[config.mk]
export PLATFORM = sky130hd
export DESIGN_NAME = quad_port_led_indicator_driver
export DESIGN_NICKNAME = d
export VERILOG_FILES = /design/src/logic/ind_select.v /design/src/logic/quad_port_led_indicator_driver.v
export VERILOG_INCLUDE_DIRS = /design/src /design/src/logic
export SDC_FILE = /design/constraint.sdc
export NUM_CORES = 1
export LEC_CHECK = 0
export BUFFER_PORTS_ARGS = -buffer_cell sky130_fd_sc_hd__buf_2
export CAP_MARGIN = 20
export CORE_MARGIN = 4
export CORE_UTILIZATION = 25
export DETAILED_ROUTE_END_ITERATION = 7
export REMOVE_ABC_BUFFERS = 1
export SLEW_MARGIN = 20
export SYNTH_ARGS = -nofsm -noshare
export SYNTH_HDL_FRONTEND = slang
export SYNTH_SLANG_ARGS = --single-unit
export TNS_END_PERCENT = 100
[constraint.sdc]
create_clock -name CLK_SYS_I -period 1.4 [get_ports CLK_SYS_I]
set_input_delay 0.28 -clock CLK_SYS_I [delete_from_list [all_inputs] [get_ports CLK_SYS_I]]
set_output_delay 0.28 -clock CLK_SYS_I [all_outputs]
set_load 0.01 [all_outputs]
[src/logic/led_drv_consts.vh]
`ifndef LED_DRV_CONSTS_VH
`define LED_DRV_CONSTS_VH

// Number of ports and indicators
`define NUM_PORTS 4
`define IND_PER_PORT 6
`define FRAME_BITS 24
`define FRAME_CNT_W 5

// Indicator function select codes (2 bits per indicator)
`define SEL_W 2
// Field positions of a, b and c inside a port's configuration
`define A_LSB 0
`define B_LSB 2
`define C_LSB 4
// Indicator a: transmit, receive, link, duplex
`define A_SEL_TX 2'h0
`define A_SEL_RX 2'h1
`define A_SEL_LINK 2'h2
`define A_SEL_DUP 2'h3
// Indicator b: receive, link, duplex, speed
`define B_SEL_RX 2'h0
`define B_SEL_LINK 2'h1
`define B_SEL_DUP 2'h2
`define B_SEL_SPD 2'h3
// Indicator c: link, duplex, speed, collision
`define C_SEL_LINK 2'h0
`define C_SEL_DUP 2'h1
`define C_SEL_SPD 2'h2
`define C_SEL_COL 2'h3

// Reset value of the per-port configuration field {c,b,a}
`define CFG_W 6
`define CFG_RESET 6'h00

// Shift clock: 100 MHz system clock divided to 25 MHz
`define SYS_CLK_MHZ 100
`define SHIFT_CLK_MHZ 25
`define DIV_W 2
`define DIV_HALF ((`SYS_CLK_MHZ / `SHIFT_CLK_MHZ) / 2)

`endif

[src/logic/ind_select.v]
`timescale 1ns/1ns
`include "led_drv_consts.vh"

// Picks the three indicator states of one port from its status bits
module ind_select (
  // Port status, active high
  input wire tx_act_i,
  input wire rx_act_i,
  input wire link_i,
  input wire duplex_i,
  input wire speed_i,
  input wire col_i,
  // Function selection {c,b,a}
  input wire [`CFG_W-1:0] cfg_i,
  // Selected states, high means lit
  output reg ind_a_o,
  output reg ind_b_o,
  output reg ind_c_o
);

  always @* begin
    case (cfg_i[`A_LSB +: `SEL_W])
      `A_SEL_TX: ind_a_o = tx_act_i; // RL2
      `A_SEL_RX: ind_a_o = rx_act_i; // RL3
      `A_SEL_LINK: ind_a_o = link_i; // RL3
      default: ind_a_o = duplex_i; // RL3
    endcase
    case (cfg_i[`B_LSB +: `SEL_W])
      `B_SEL_RX: ind_b_o = rx_act_i; // RL4
      `B_SEL_LINK: ind_b_o = link_i; // RL5
      `B_SEL_DUP: ind_b_o = duplex_i; // RL5
      default: ind_b_o = speed_i; // RL5
    endcase
    case (cfg_i[`C_LSB +: `SEL_W])
      `C_SEL_LINK: ind_c_o = link_i; // RL6
      `C_SEL_DUP: ind_c_o = duplex_i; // RL7
      `C_SEL_SPD: ind_c_o = speed_i; // RL7
      default: ind_c_o = col_i; // RL7
    endcase
  end

endmodule // ind_select

[src/logic/quad_port_led_indicator_driver.v]
// Functional notes
// RL1: Each indicator pin is open drain, pulled low when lit, floating else.
// RL2: Indicator a of each port defaults to showing transmit activity.
// RL3: Indicator a can instead show receive, link or duplex.
// RL4: Indicator b of each port defaults to showing receive activity.
// RL5: Indicator b can instead show link, duplex or speed.
// RL6: Indicator c of each port defaults to showing link up.
// RL7: Indicator c can instead show duplex, speed or collision.
// RL8: Indicator states leave serially on one data pin, 24 bits per frame.
// RL9: A 25 MHz shift clock goes out with the serial data.
// RL10: A high qualifier marks valid serial data; the receiver uses only that.
// RL11: The system supplies a continuous reference clock.
// RL12: A writable per-port selection field resets to the default functions.
// RL13: Frames send bits port by port, one per clock, qualifier high 24 clocks.
`timescale 1ns/1ns
`include "led_drv_consts.vh"

module quad_port_led_indicator_driver #(
  parameter NPORT = `NUM_PORTS
) (
  // Clock and reset
  input wire CLK_SYS_I,
  input wire RST_I,
  // Per-port status, one bit per port, from the PHY core
  input wire [NPORT-1:0] TX_ACT_I,
  input wire [NPORT-1:0] RX_ACT_I,
  input wire [NPORT-1:0] LINK_UP_I,
  input wire [NPORT-1:0] FULL_DUPLEX_I,
  input wire [NPORT-1:0] SPEED_100_I,
  input wire [NPORT-1:0] COLLISION_I,
  // Configuration: 6 bits per port {c,b,a}, written when CFG_WR_I is high
  input wire [NPORT*`CFG_W-1:0] CFG_WDATA_I,
  input wire CFG_WR_I,
  output wire [NPORT*`CFG_W-1:0] CFG_RDATA_O,
  // Open-drain indicators a, b, c per port: drive low while enable high
  output wire [NPORT-1:0] PORT_INDICATOR_A_O,
  output wire [NPORT-1:0] PORT_INDICATOR_A_OE_O,
  output wire [NPORT-1:0] PORT_INDICATOR_B_O,
  output wire [NPORT-1:0] PORT_INDICATOR_B_OE_O,
  output wire [NPORT-1:0] PORT_INDICATOR_C_O,
  output wire [NPORT-1:0] PORT_INDICATOR_C_OE_O,
  // Serial indicator link
  output reg SERIAL_INDICATOR_DATA_O,
  output reg SERIAL_INDICATOR_SHIFT_CLOCK_O,
  output reg SERIAL_INDICATOR_FRAME_VALID_O
);

  // Configuration and indicator state
  reg [NPORT*`CFG_W-1:0] cfg;
  reg [NPORT*`CFG_W-1:0] next_cfg;
  reg [NPORT-1:0] ind_a;
  reg [NPORT-1:0] ind_b;
  reg [NPORT-1:0] ind_c;
  wire [NPORT-1:0] sel_a;
  wire [NPORT-1:0] sel_b;
  wire [NPORT-1:0] sel_c;

  // Serial link state
  localparam ST_LOAD = 2'b00;
  localparam ST_SHIFT = 2'b01;
  localparam ST_GAP = 2'b10;
  wire [NPORT*`IND_PER_PORT-1:0] snap;
  reg [NPORT*`IND_PER_PORT-1:0] shreg;
  reg [`FRAME_CNT_W-1:0] bit_cnt;
  reg [1:0] state;
  reg [`DIV_W-1:0] div_cnt;
  wire fall;

  // Next values
  reg [NPORT*`IND_PER_PORT-1:0] next_shreg;
  reg [`FRAME_CNT_W-1:0] next_bit_cnt;
  reg [1:0] next_state;
  reg next_data;
  reg next_valid;
  reg [`DIV_W-1:0] next_div_cnt;
  reg next_shift_clock;

  // Configuration field
  // A write holds until the next; the readback is the live selection
  always @* begin
    if (CFG_WR_I) begin
      next_cfg = CFG_WDATA_I; // RL12
    end else begin
      next_cfg = cfg;
    end
  end
  always @(posedge CLK_SYS_I) begin
    if (RST_I) begin
      cfg <= {NPORT{`CFG_RESET}}; // RL12
    end else begin
      cfg <= next_cfg;
    end
  end
  assign CFG_RDATA_O = cfg;

  genvar p;
  generate
    for (p = 0; p < NPORT; p = p + 1) begin : g_port
      ind_select u_sel (
        .tx_act_i(TX_ACT_I[p]),
        .rx_act_i(RX_ACT_I[p]),
        .link_i(LINK_UP_I[p]),
        .duplex_i(FULL_DUPLEX_I[p]),
        .speed_i(SPEED_100_I[p]),
        .col_i(COLLISION_I[p]),
        .cfg_i(cfg[p*`CFG_W +: `CFG_W]),
        .ind_a_o(sel_a[p]),
        .ind_b_o(sel_b[p]),
        .ind_c_o(sel_c[p])
      );
      // Six serial bits per port: a, b, c, then tx, rx, link raw
      assign snap[p*`IND_PER_PORT +: `IND_PER_PORT] =
        {LINK_UP_I[p], RX_ACT_I[p], TX_ACT_I[p],
         sel_c[p], sel_b[p], sel_a[p]}; // RL8
    end
  endgenerate

  // Registered indicator states
  always @(posedge CLK_SYS_I) begin
    if (RST_I) begin
      ind_a <= {NPORT{1'b0}};
      ind_b <= {NPORT{1'b0}};
      ind_c <= {NPORT{1'b0}};
    end else begin
      ind_a <= sel_a;
      ind_b <= sel_b;
      ind_c <= sel_c;
    end
  end

  // Open drain: data always low, enable when lit
  assign PORT_INDICATOR_A_O = {NPORT{1'b0}}; // RL1
  assign PORT_INDICATOR_B_O = {NPORT{1'b0}}; // RL1
  assign PORT_INDICATOR_C_O = {NPORT{1'b0}}; // RL1
  assign PORT_INDICATOR_A_OE_O = ind_a; // RL1
  assign PORT_INDICATOR_B_OE_O = ind_b; // RL1
  assign PORT_INDICATOR_C_OE_O = ind_c; // RL1

  // Shift clock divider: 25 MHz, falling edge when fall is high
  // Data moves on the fall, giving the receiver half a period of setup
  assign fall = SERIAL_INDICATOR_SHIFT_CLOCK_O &&
                (div_cnt == `DIV_HALF - 1);
  always @* begin
    if (div_cnt == `DIV_HALF - 1) begin
      next_div_cnt = {`DIV_W{1'b0}};
      next_shift_clock = ~SERIAL_INDICATOR_SHIFT_CLOCK_O; // RL9
    end else begin
      next_div_cnt = div_cnt + 1'b1;
      next_shift_clock = SERIAL_INDICATOR_SHIFT_CLOCK_O;
    end
  end
  always @(posedge CLK_SYS_I) begin
    if (RST_I) begin
      div_cnt <= {`DIV_W{1'b0}};
      SERIAL_INDICATOR_SHIFT_CLOCK_O <= 1'b0;
    end else begin
      div_cnt <= next_div_cnt;
      SERIAL_INDICATOR_SHIFT_CLOCK_O <= next_shift_clock;
    end
  end

  // Frame steps advance only on a falling shift clock edge
  always @* begin
    next_state = state;
    next_shreg = shreg;
    next_bit_cnt = bit_cnt;
    next_data = SERIAL_INDICATOR_DATA_O;
    next_valid = SERIAL_INDICATOR_FRAME_VALID_O;
    if (fall) begin
      case (state)
        ST_LOAD: begin
          // Status is caught once here, so no frame mixes two moments
          next_data = snap[0]; // RL13
          next_shreg = snap >> 1;
          next_valid = 1'b1; // RL10
          next_bit_cnt = {{(`FRAME_CNT_W-1){1'b0}}, 1'b1};
          next_state = ST_SHIFT;
        end
        ST_SHIFT: begin
          next_data = shreg[0]; // RL8
          next_shreg = shreg >> 1;
          next_bit_cnt = bit_cnt + 1'b1;
          if (bit_cnt == `FRAME_BITS - 1) begin
            // Last data bit of the frame: the gap follows
            next_state = ST_GAP;
          end
        end
        ST_GAP: begin
          // One idle shift clock with qualifier low between frames
          next_data = 1'b0;
          next_valid = 1'b0; // RL13
          next_bit_cnt = {`FRAME_CNT_W{1'b0}};
          next_state = ST_LOAD;
        end
        default: begin
          // Unknown step: idle the line and start over
          next_data = 1'b0;
          next_valid = 1'b0;
          next_bit_cnt = {`FRAME_CNT_W{1'b0}};
          next_state = ST_LOAD;
        end
      endcase
    end
  end

  // Serial registers: data and qualifier change on the falling shift edge
  always @(posedge CLK_SYS_I) begin
    if (RST_I) begin
      state <= ST_LOAD;
      shreg <= {NPORT*`IND_PER_PORT{1'b0}};
      bit_cnt <= {`FRAME_CNT_W{1'b0}};
      SERIAL_INDICATOR_DATA_O <= 1'b0;
      SERIAL_INDICATOR_FRAME_VALID_O <= 1'b0;
    end else begin
      state <= next_state;
      shreg <= next_shreg;
      bit_cnt <= next_bit_cnt;
      SERIAL_INDICATOR_DATA_O <= next_data;
      SERIAL_INDICATOR_FRAME_VALID_O <= next_valid;
    end
  end

endmodule // quad_port_led_indicator_driver

==> Word-level counts from Yosys, hierarchy flattened <==
Index checks and enable logic that the tools add are counted.
{ "classes": {"add_sub_neg": 2, "eq_ne": 28, "n_mux": 18, "bitwise": 2, "n_reduce_logical": 19} }
{ "ops": {"columns": ["cell", "count"], "rows": [
  ["one-hot mux 24 bit (2 select lines)", 1],
  ["one-hot mux 1 bit (3 select lines)", 12],
  ["equality test 2 x 1 -> 1 bit (second input constant)", 14],
  ["logical NOT 2 bit", 13],
  ["equality test 2 bit (second input constant)", 12],
  ["one-hot mux 5 bit (2 select lines)", 1],
  ["AND reduction 2 bit", 3],
  ["adder 5 x 1 -> 5 bit (second input constant)", 1],
  ["equality test 5 bit (second input constant)", 1],
  ["one-hot mux 1 bit (2 select lines)", 2],
  ["one-hot mux 2 bit (2 select lines)", 1],
  ["adder 2 x 1 -> 2 bit (second input constant)", 1],
  ["2-to-1 mux 2 bit", 1],
  ["inequality test 2 bit (second input constant)", 1],
  ["NOT 1 bit", 2],
  ["nonzero test 2 bit", 1],
  ["OR reduction 2 bit", 1],
  ["logical AND 1 bit", 1]
]} }
{ "word_totals": {"reg_bits": 72, "output_inout_bits": 51} }

==> Longest topological paths before layout <==
{ "depth": {"ltp_word": 3, "mapped_depth": 8} }

==> Hierarchy <==
Synthesis repeated with hierarchy kept, for this count alone.
{ "unflattened": {"hier_cells": 288, "area_unflattened_um2": 3101.7} }
{ "by_module_without_submodules": {"columns": ["mod", "n_inst", "cells_per_inst", "area_each_um2"], "rows": [
  ["quad_port_led_indicator_driver", 1, 276, 2831.5],
  ["ind_select", 4, 3, 67.6]
]} }

==> Worst setup path before layout <==
Ideal clock, no wire load.
{ "synth_path": {"kind": "register to register", "start": "reg cfg[2], in the netlist CFG_RDATA_O[2]", "end": "reg shreg[0]", "arrival_time_ps": 1328, "slack_ps": -46, "stages_incl_launch_ff": 4, "path_buffers": 0, "synth_period_minus_slack_ps": 1446, "cell_sequence": "dfxtp_1 > mux4_2 > or2_0 > a32o_1"} }
{ "synth_between": {"elab_chain_len": 3, "word_cells_on_any_way": 5} }
{ "synth_rtl": {"columns": ["item", "line_no", "text"], "rows": [
  ["from (decl)", "quad_port_led_indicator_driver.v:49", "reg [NPORT*`CFG_W-1:0] cfg;"],
  ["from (signal assigned)", "quad_port_led_indicator_driver.v:89", "cfg <= {NPORT{`CFG_RESET}};"],
  ["from (signal assigned)", "quad_port_led_indicator_driver.v:91", "cfg <= next_cfg;"],
  ["equality test 2 bit, or another cell as far along", "ind_select.v:28", "case (cfg_i[`B_LSB +: `SEL_W])"],
  ["one-hot mux 1 bit (3 select lines) *", "ind_select.v:28", null],
  ["one-hot mux 24 bit (2 select lines) *", "quad_port_led_indicator_driver.v:170", "case (state)"],
  ["to (signal assigned)", "quad_port_led_indicator_driver.v:210", "shreg <= {NPORT*`IND_PER_PORT{1'b0}};"],
  ["to (signal assigned)", "quad_port_led_indicator_driver.v:216", "shreg <= next_shreg;"],
  ["to (decl)", "quad_port_led_indicator_driver.v:63", "reg [NPORT*`IND_PER_PORT-1:0] shreg;"]
]} }
Mark *: on every way between the ends. The rest lies on a longest branch, timed or not. The select of a mux whose other input is x is not followed.
A chain may end at the register's enable or synchronous reset.

==> Final worst setup path <==
{ "layout_path": {"start": "reg cfg[8], in the netlist CFG_RDATA_O[8]", "end": "reg shreg[6]"} }
The elaborated chain is that of the path after synthesis.

==> impl_metrics.csv <==
group,metric,value,unit
sta,setup_viol,6,
pwr,p_leak,0.00187,uW
sta,slew_violations,0,
status,violations,"setup timing",
finish,final_common_cell,"buf_2",
finish,regArea,1440,sq um
routing,firstDrtPassIters,4,
yosys,syn_area,3070,sq um
pwr,power.switching,1340,uW
worst_setup_path,reg2reg_depth,3,
pwr,total_power,5560,uW
yosys,ys_seq_elements,71,
status,status,"complete, but fails checks",
routing,routed_via_density,4.42,
clocking,insertion_delay,320,ps
worst_setup_path,reg2reg_to,"shreg[6]$_SDFFE_PP0P_",
global_routing,grt_first_pass_wirelength,12.6,mm
routing,route.detailed.drc,0,
floorplan,initial_core_util,0.255,
yosys,synth.area.top_cells,"dfxtp_1 (46%), mux2i_1 (11%), mux4_2 (8.8%)",
clocking,clkTransAtPathRegs,60,ps
clocking,cts_made_buffers,9,
sta,hold_viol_final,0,
placement,pre_cts_slack,-84.1,ps
worst_setup_path,startpoint_type,"flop",
clocking,clockBufferDepth,2,
yosys,yosys_warnings,0,
yosys,synthDistinctLibCells,37,
placement,hpwl,5.84,mm
sta,fin_crit_sh,1.02,
global_routing,grt_max_degree,30,
clocking,clock_sinks,71,
sta,fin_hold_ws,187,ps
job,maxCapViolCount,0,
worst_setup_path,critPathMaxFanout,2,
hold_path,hold_class,"in -> reg",
worst_setup_path,reg2reg_from,"CFG_RDATA_O[8]$_SDFFE_PP0P_",
placement,gp_congestion,0.765,
clocking,cts_tree,"done",
finish,drive_gt1_frac,0.450,
pwr,comb_power_share,0.153,
finish,nNetsFinal,464,
global_routing,grt-ovfl-total,0,
pwr,switching_share,0.242,
worst_setup_path,path_class,"reg -> reg",
global_routing,grt_usage,0.110,
floorplan,rows,40,
sta,finalCriticalPeriod,1430,ps
pwr,seq_power_share,0.404,
worst_setup_path,crit_arrival,1640,ps
placement,numPortBuffers,89,
pwr,internal_power,4210,uW
finish,final_cell_mix,"buf_2 (89), dfxtp_1 (60), nor2_1 (40)",
yosys,synth_cells,290,
pwr,p_per_area,1300,nW/um^2
finish,fill_cells,1195,
worst_setup_path,path_cells,"mux4_2, or2_0, a32o_1",
routing,wl,7.66,mm
routing,wl_met1,3.41,mm
routing,wl_per_cell,13.6,um
floorplan,die_y,119,um
routing,vias,2487,
sta,fin_ws,-27.1,ps
yosys,yosys.area.top_type_share,0.463,
finish,area_growth_syn_to_layout,39.5,%
yosys,seq_area_frac_synth,0.463,
floorplan,core,12000,sq um
clocking,cts-root-buf,"clkbuf_16",
routing,ant_nets,0,
yosys,synth_area_leader_cell,"dfxtp_1",
global_routing,antenna_found_initial,0,
sta,rsz0062_at_grt,"yes",
finish,multi_input_area,1530,sq um
clocking,hold_buffers,0,
routing,drt_iter0_drc,80,
finish,n_antenna_cell,0,
worst_setup_path,critPathLaunch,"CFG_RDATA_O[8]$_SDFFE_PP0P_",
pwr,vdd_drop_max,721,uV
worst_setup_path,critPathRequiredTime,1610,ps
global_routing,grt_pass1_vias,2595,
worst_setup_path,cp_top_family,"multiplexers",
sta,fin_skew,4.69,ps
worst_setup_path,crit_path_end,"shreg[6]$_SDFFE_PP0P_",
worst_setup_path,cp-end-kind,"flop",
worst_setup_path,critical_path_depth,3,
floorplan,io_pins,102,
worst_setup_path,crit_buf_inv,0,
floorplan,die_area,14100,sq um
routing,met2_length,3.68,mm
worst_setup_path,cp_slowest_cell,"mux4_2",
routing,routed.top_layer,"met4",
routing,dr_wl_met3,384,um
floorplan,die_w,119,um
clocking,cts.htree.levels,3,
sta,max_freq,701,MHz
yosys,syn_area_per_cell,10.6,sq um
pwr,power_frac_clock,0.444,
worst_setup_path,r2r_setup_slack,-30,ps
worst_setup_path,cpPeakStageDelay,510,ps
-- worst min-delay path by stage --
| stage | start | endpoint | slack [ps] | cells past startpoint |
|---|---|---|---|---|
| 2_1_floorplan | RST_I | shreg[22]$_SDFFE_PP0P_ | 350 | 1 |
| 5_1_grt | CFG_WDATA_I[2] | CFG_RDATA_O[2]$_SDFFE_PP0P_ | 190 | 3 |
| 3_3_place_gp | div_cnt[0]$_SDFF_PP0_ | div_cnt[0]$_SDFF_PP0_ | 410 | 1 |
| 6_report | CFG_WDATA_I[16] | CFG_RDATA_O[16]$_SDFFE_PP0P_ | 190 | 3 |
| 3_5_place_dp | div_cnt[0]$_SDFF_PP0_ | div_cnt[0]$_SDFF_PP0_ | 420 | 1 |
| 4_1_cts | CFG_WDATA_I[16] | CFG_RDATA_O[16]$_SDFFE_PP0P_ | 180 | 3 |
-- through the flow --
step | utilization | instances | setup TNS (ps) | cell area (sq um)
floorplan | - | 269 | -7030 | 2920
global placement | 0.324 | 547 | -328 | 3890
detailed placement | 0.324 | 547 | -553 | 3890
CTS | 0.353 | 563 | -203 | 4240
global route | 0.356 | 563 | -486 | 4280
finish | 0.356 | 563 | -104 | 4280
-- repair_timing --
item / 4_1_cts / 5_1_grt
endpoints found under the setup margin: 15 / 30
resized for setup: 14 / 8
buffers inserted: 0 / 0
pin swaps: 4 / 4
-- power by group through the flow --
stage / clock network (uW) / registers (uW) / logic, uW
after global routing: 2600 / 2260 / 939
after detailed placement: 0 / 2280 / 829
after CTS: 2510 / 2240 / 838
final: 2470 / 2240 / 848
after floorplan: 0 / 2330 / 357
after global placement: 0 / 2280 / 814
-- registers in the layout, indices dropped and copies added, names as in the netlist --
register and cells:
PORT_INDICATOR_C_OE_O 4, div_cnt 2, bit_cnt 5, PORT_INDICATOR_A_OE_O 4, state 2, CFG_RDATA_O 24
PORT_INDICATOR_B_OE_O 4, shreg 23, SERIAL_INDICATOR_FRAME_VALID_O 1, SERIAL_INDICATOR_DATA_O 1, SERIAL_INDICATOR_SHIFT_CLOCK_O 1
-- synth_stat cells, drive strengths merged --
cell	n
dfxtp	71
nor2	41
mux2i	35
buf	24
and2	13
a211oi	12
mux4	12
a32o	11
or2	11
nand2b	9
clkbuf	8
a21oi	6
o21ai	5
nand2	4
nand3	3
nor3	3
ha	2
inv	2
nand3b	2
or2b	2
or3	2
a21o	1
a22oi	1
a31oi	1
and3b	1
conb	1
nand4b	1
nor2b	1
nor4	1
o21a	1
o21ba	1
xnor2	1
xor2	1
-- layout make-up --
class / count / share of cell area
multi-input combinational: 196 / 0.358
sequential: 71 / 0.335
timing repair buffer: 131 / 0.186
clock buffer: 11 / 0.0567
tap: 147 / 0.0430
clock inverter: 5 / 0.0190
inverter: 2 / 0.00175
-- worst reg2reg max path, stage by stage (launching register included) --
cell     delay (ps)
dfxtp_2         330
mux4_2          510
or2_0           220
a32o_1          250
-- cells by family (layout without fill, tap and decap cells) --
family	count (synthesis)	in the layout	synth area share
simple gates	94	94	0.161
flops	71	71	0.463
mux	47	47	0.202
compound gates	39	39	0.0958
buf+inv	34	149	0.0628
fa+ha+maj	2	2	0.00816
xor+xnor	2	2	0.00571
other cells	1	12	0.00122
-- layer usage --
layer  vias up  track usage
li1       1240            -
met1      1170        0.133
met2        64        0.186
met3        13       0.0325
met4         0       0.0348
met5         -            0
(Power assumes the default switching activity.)
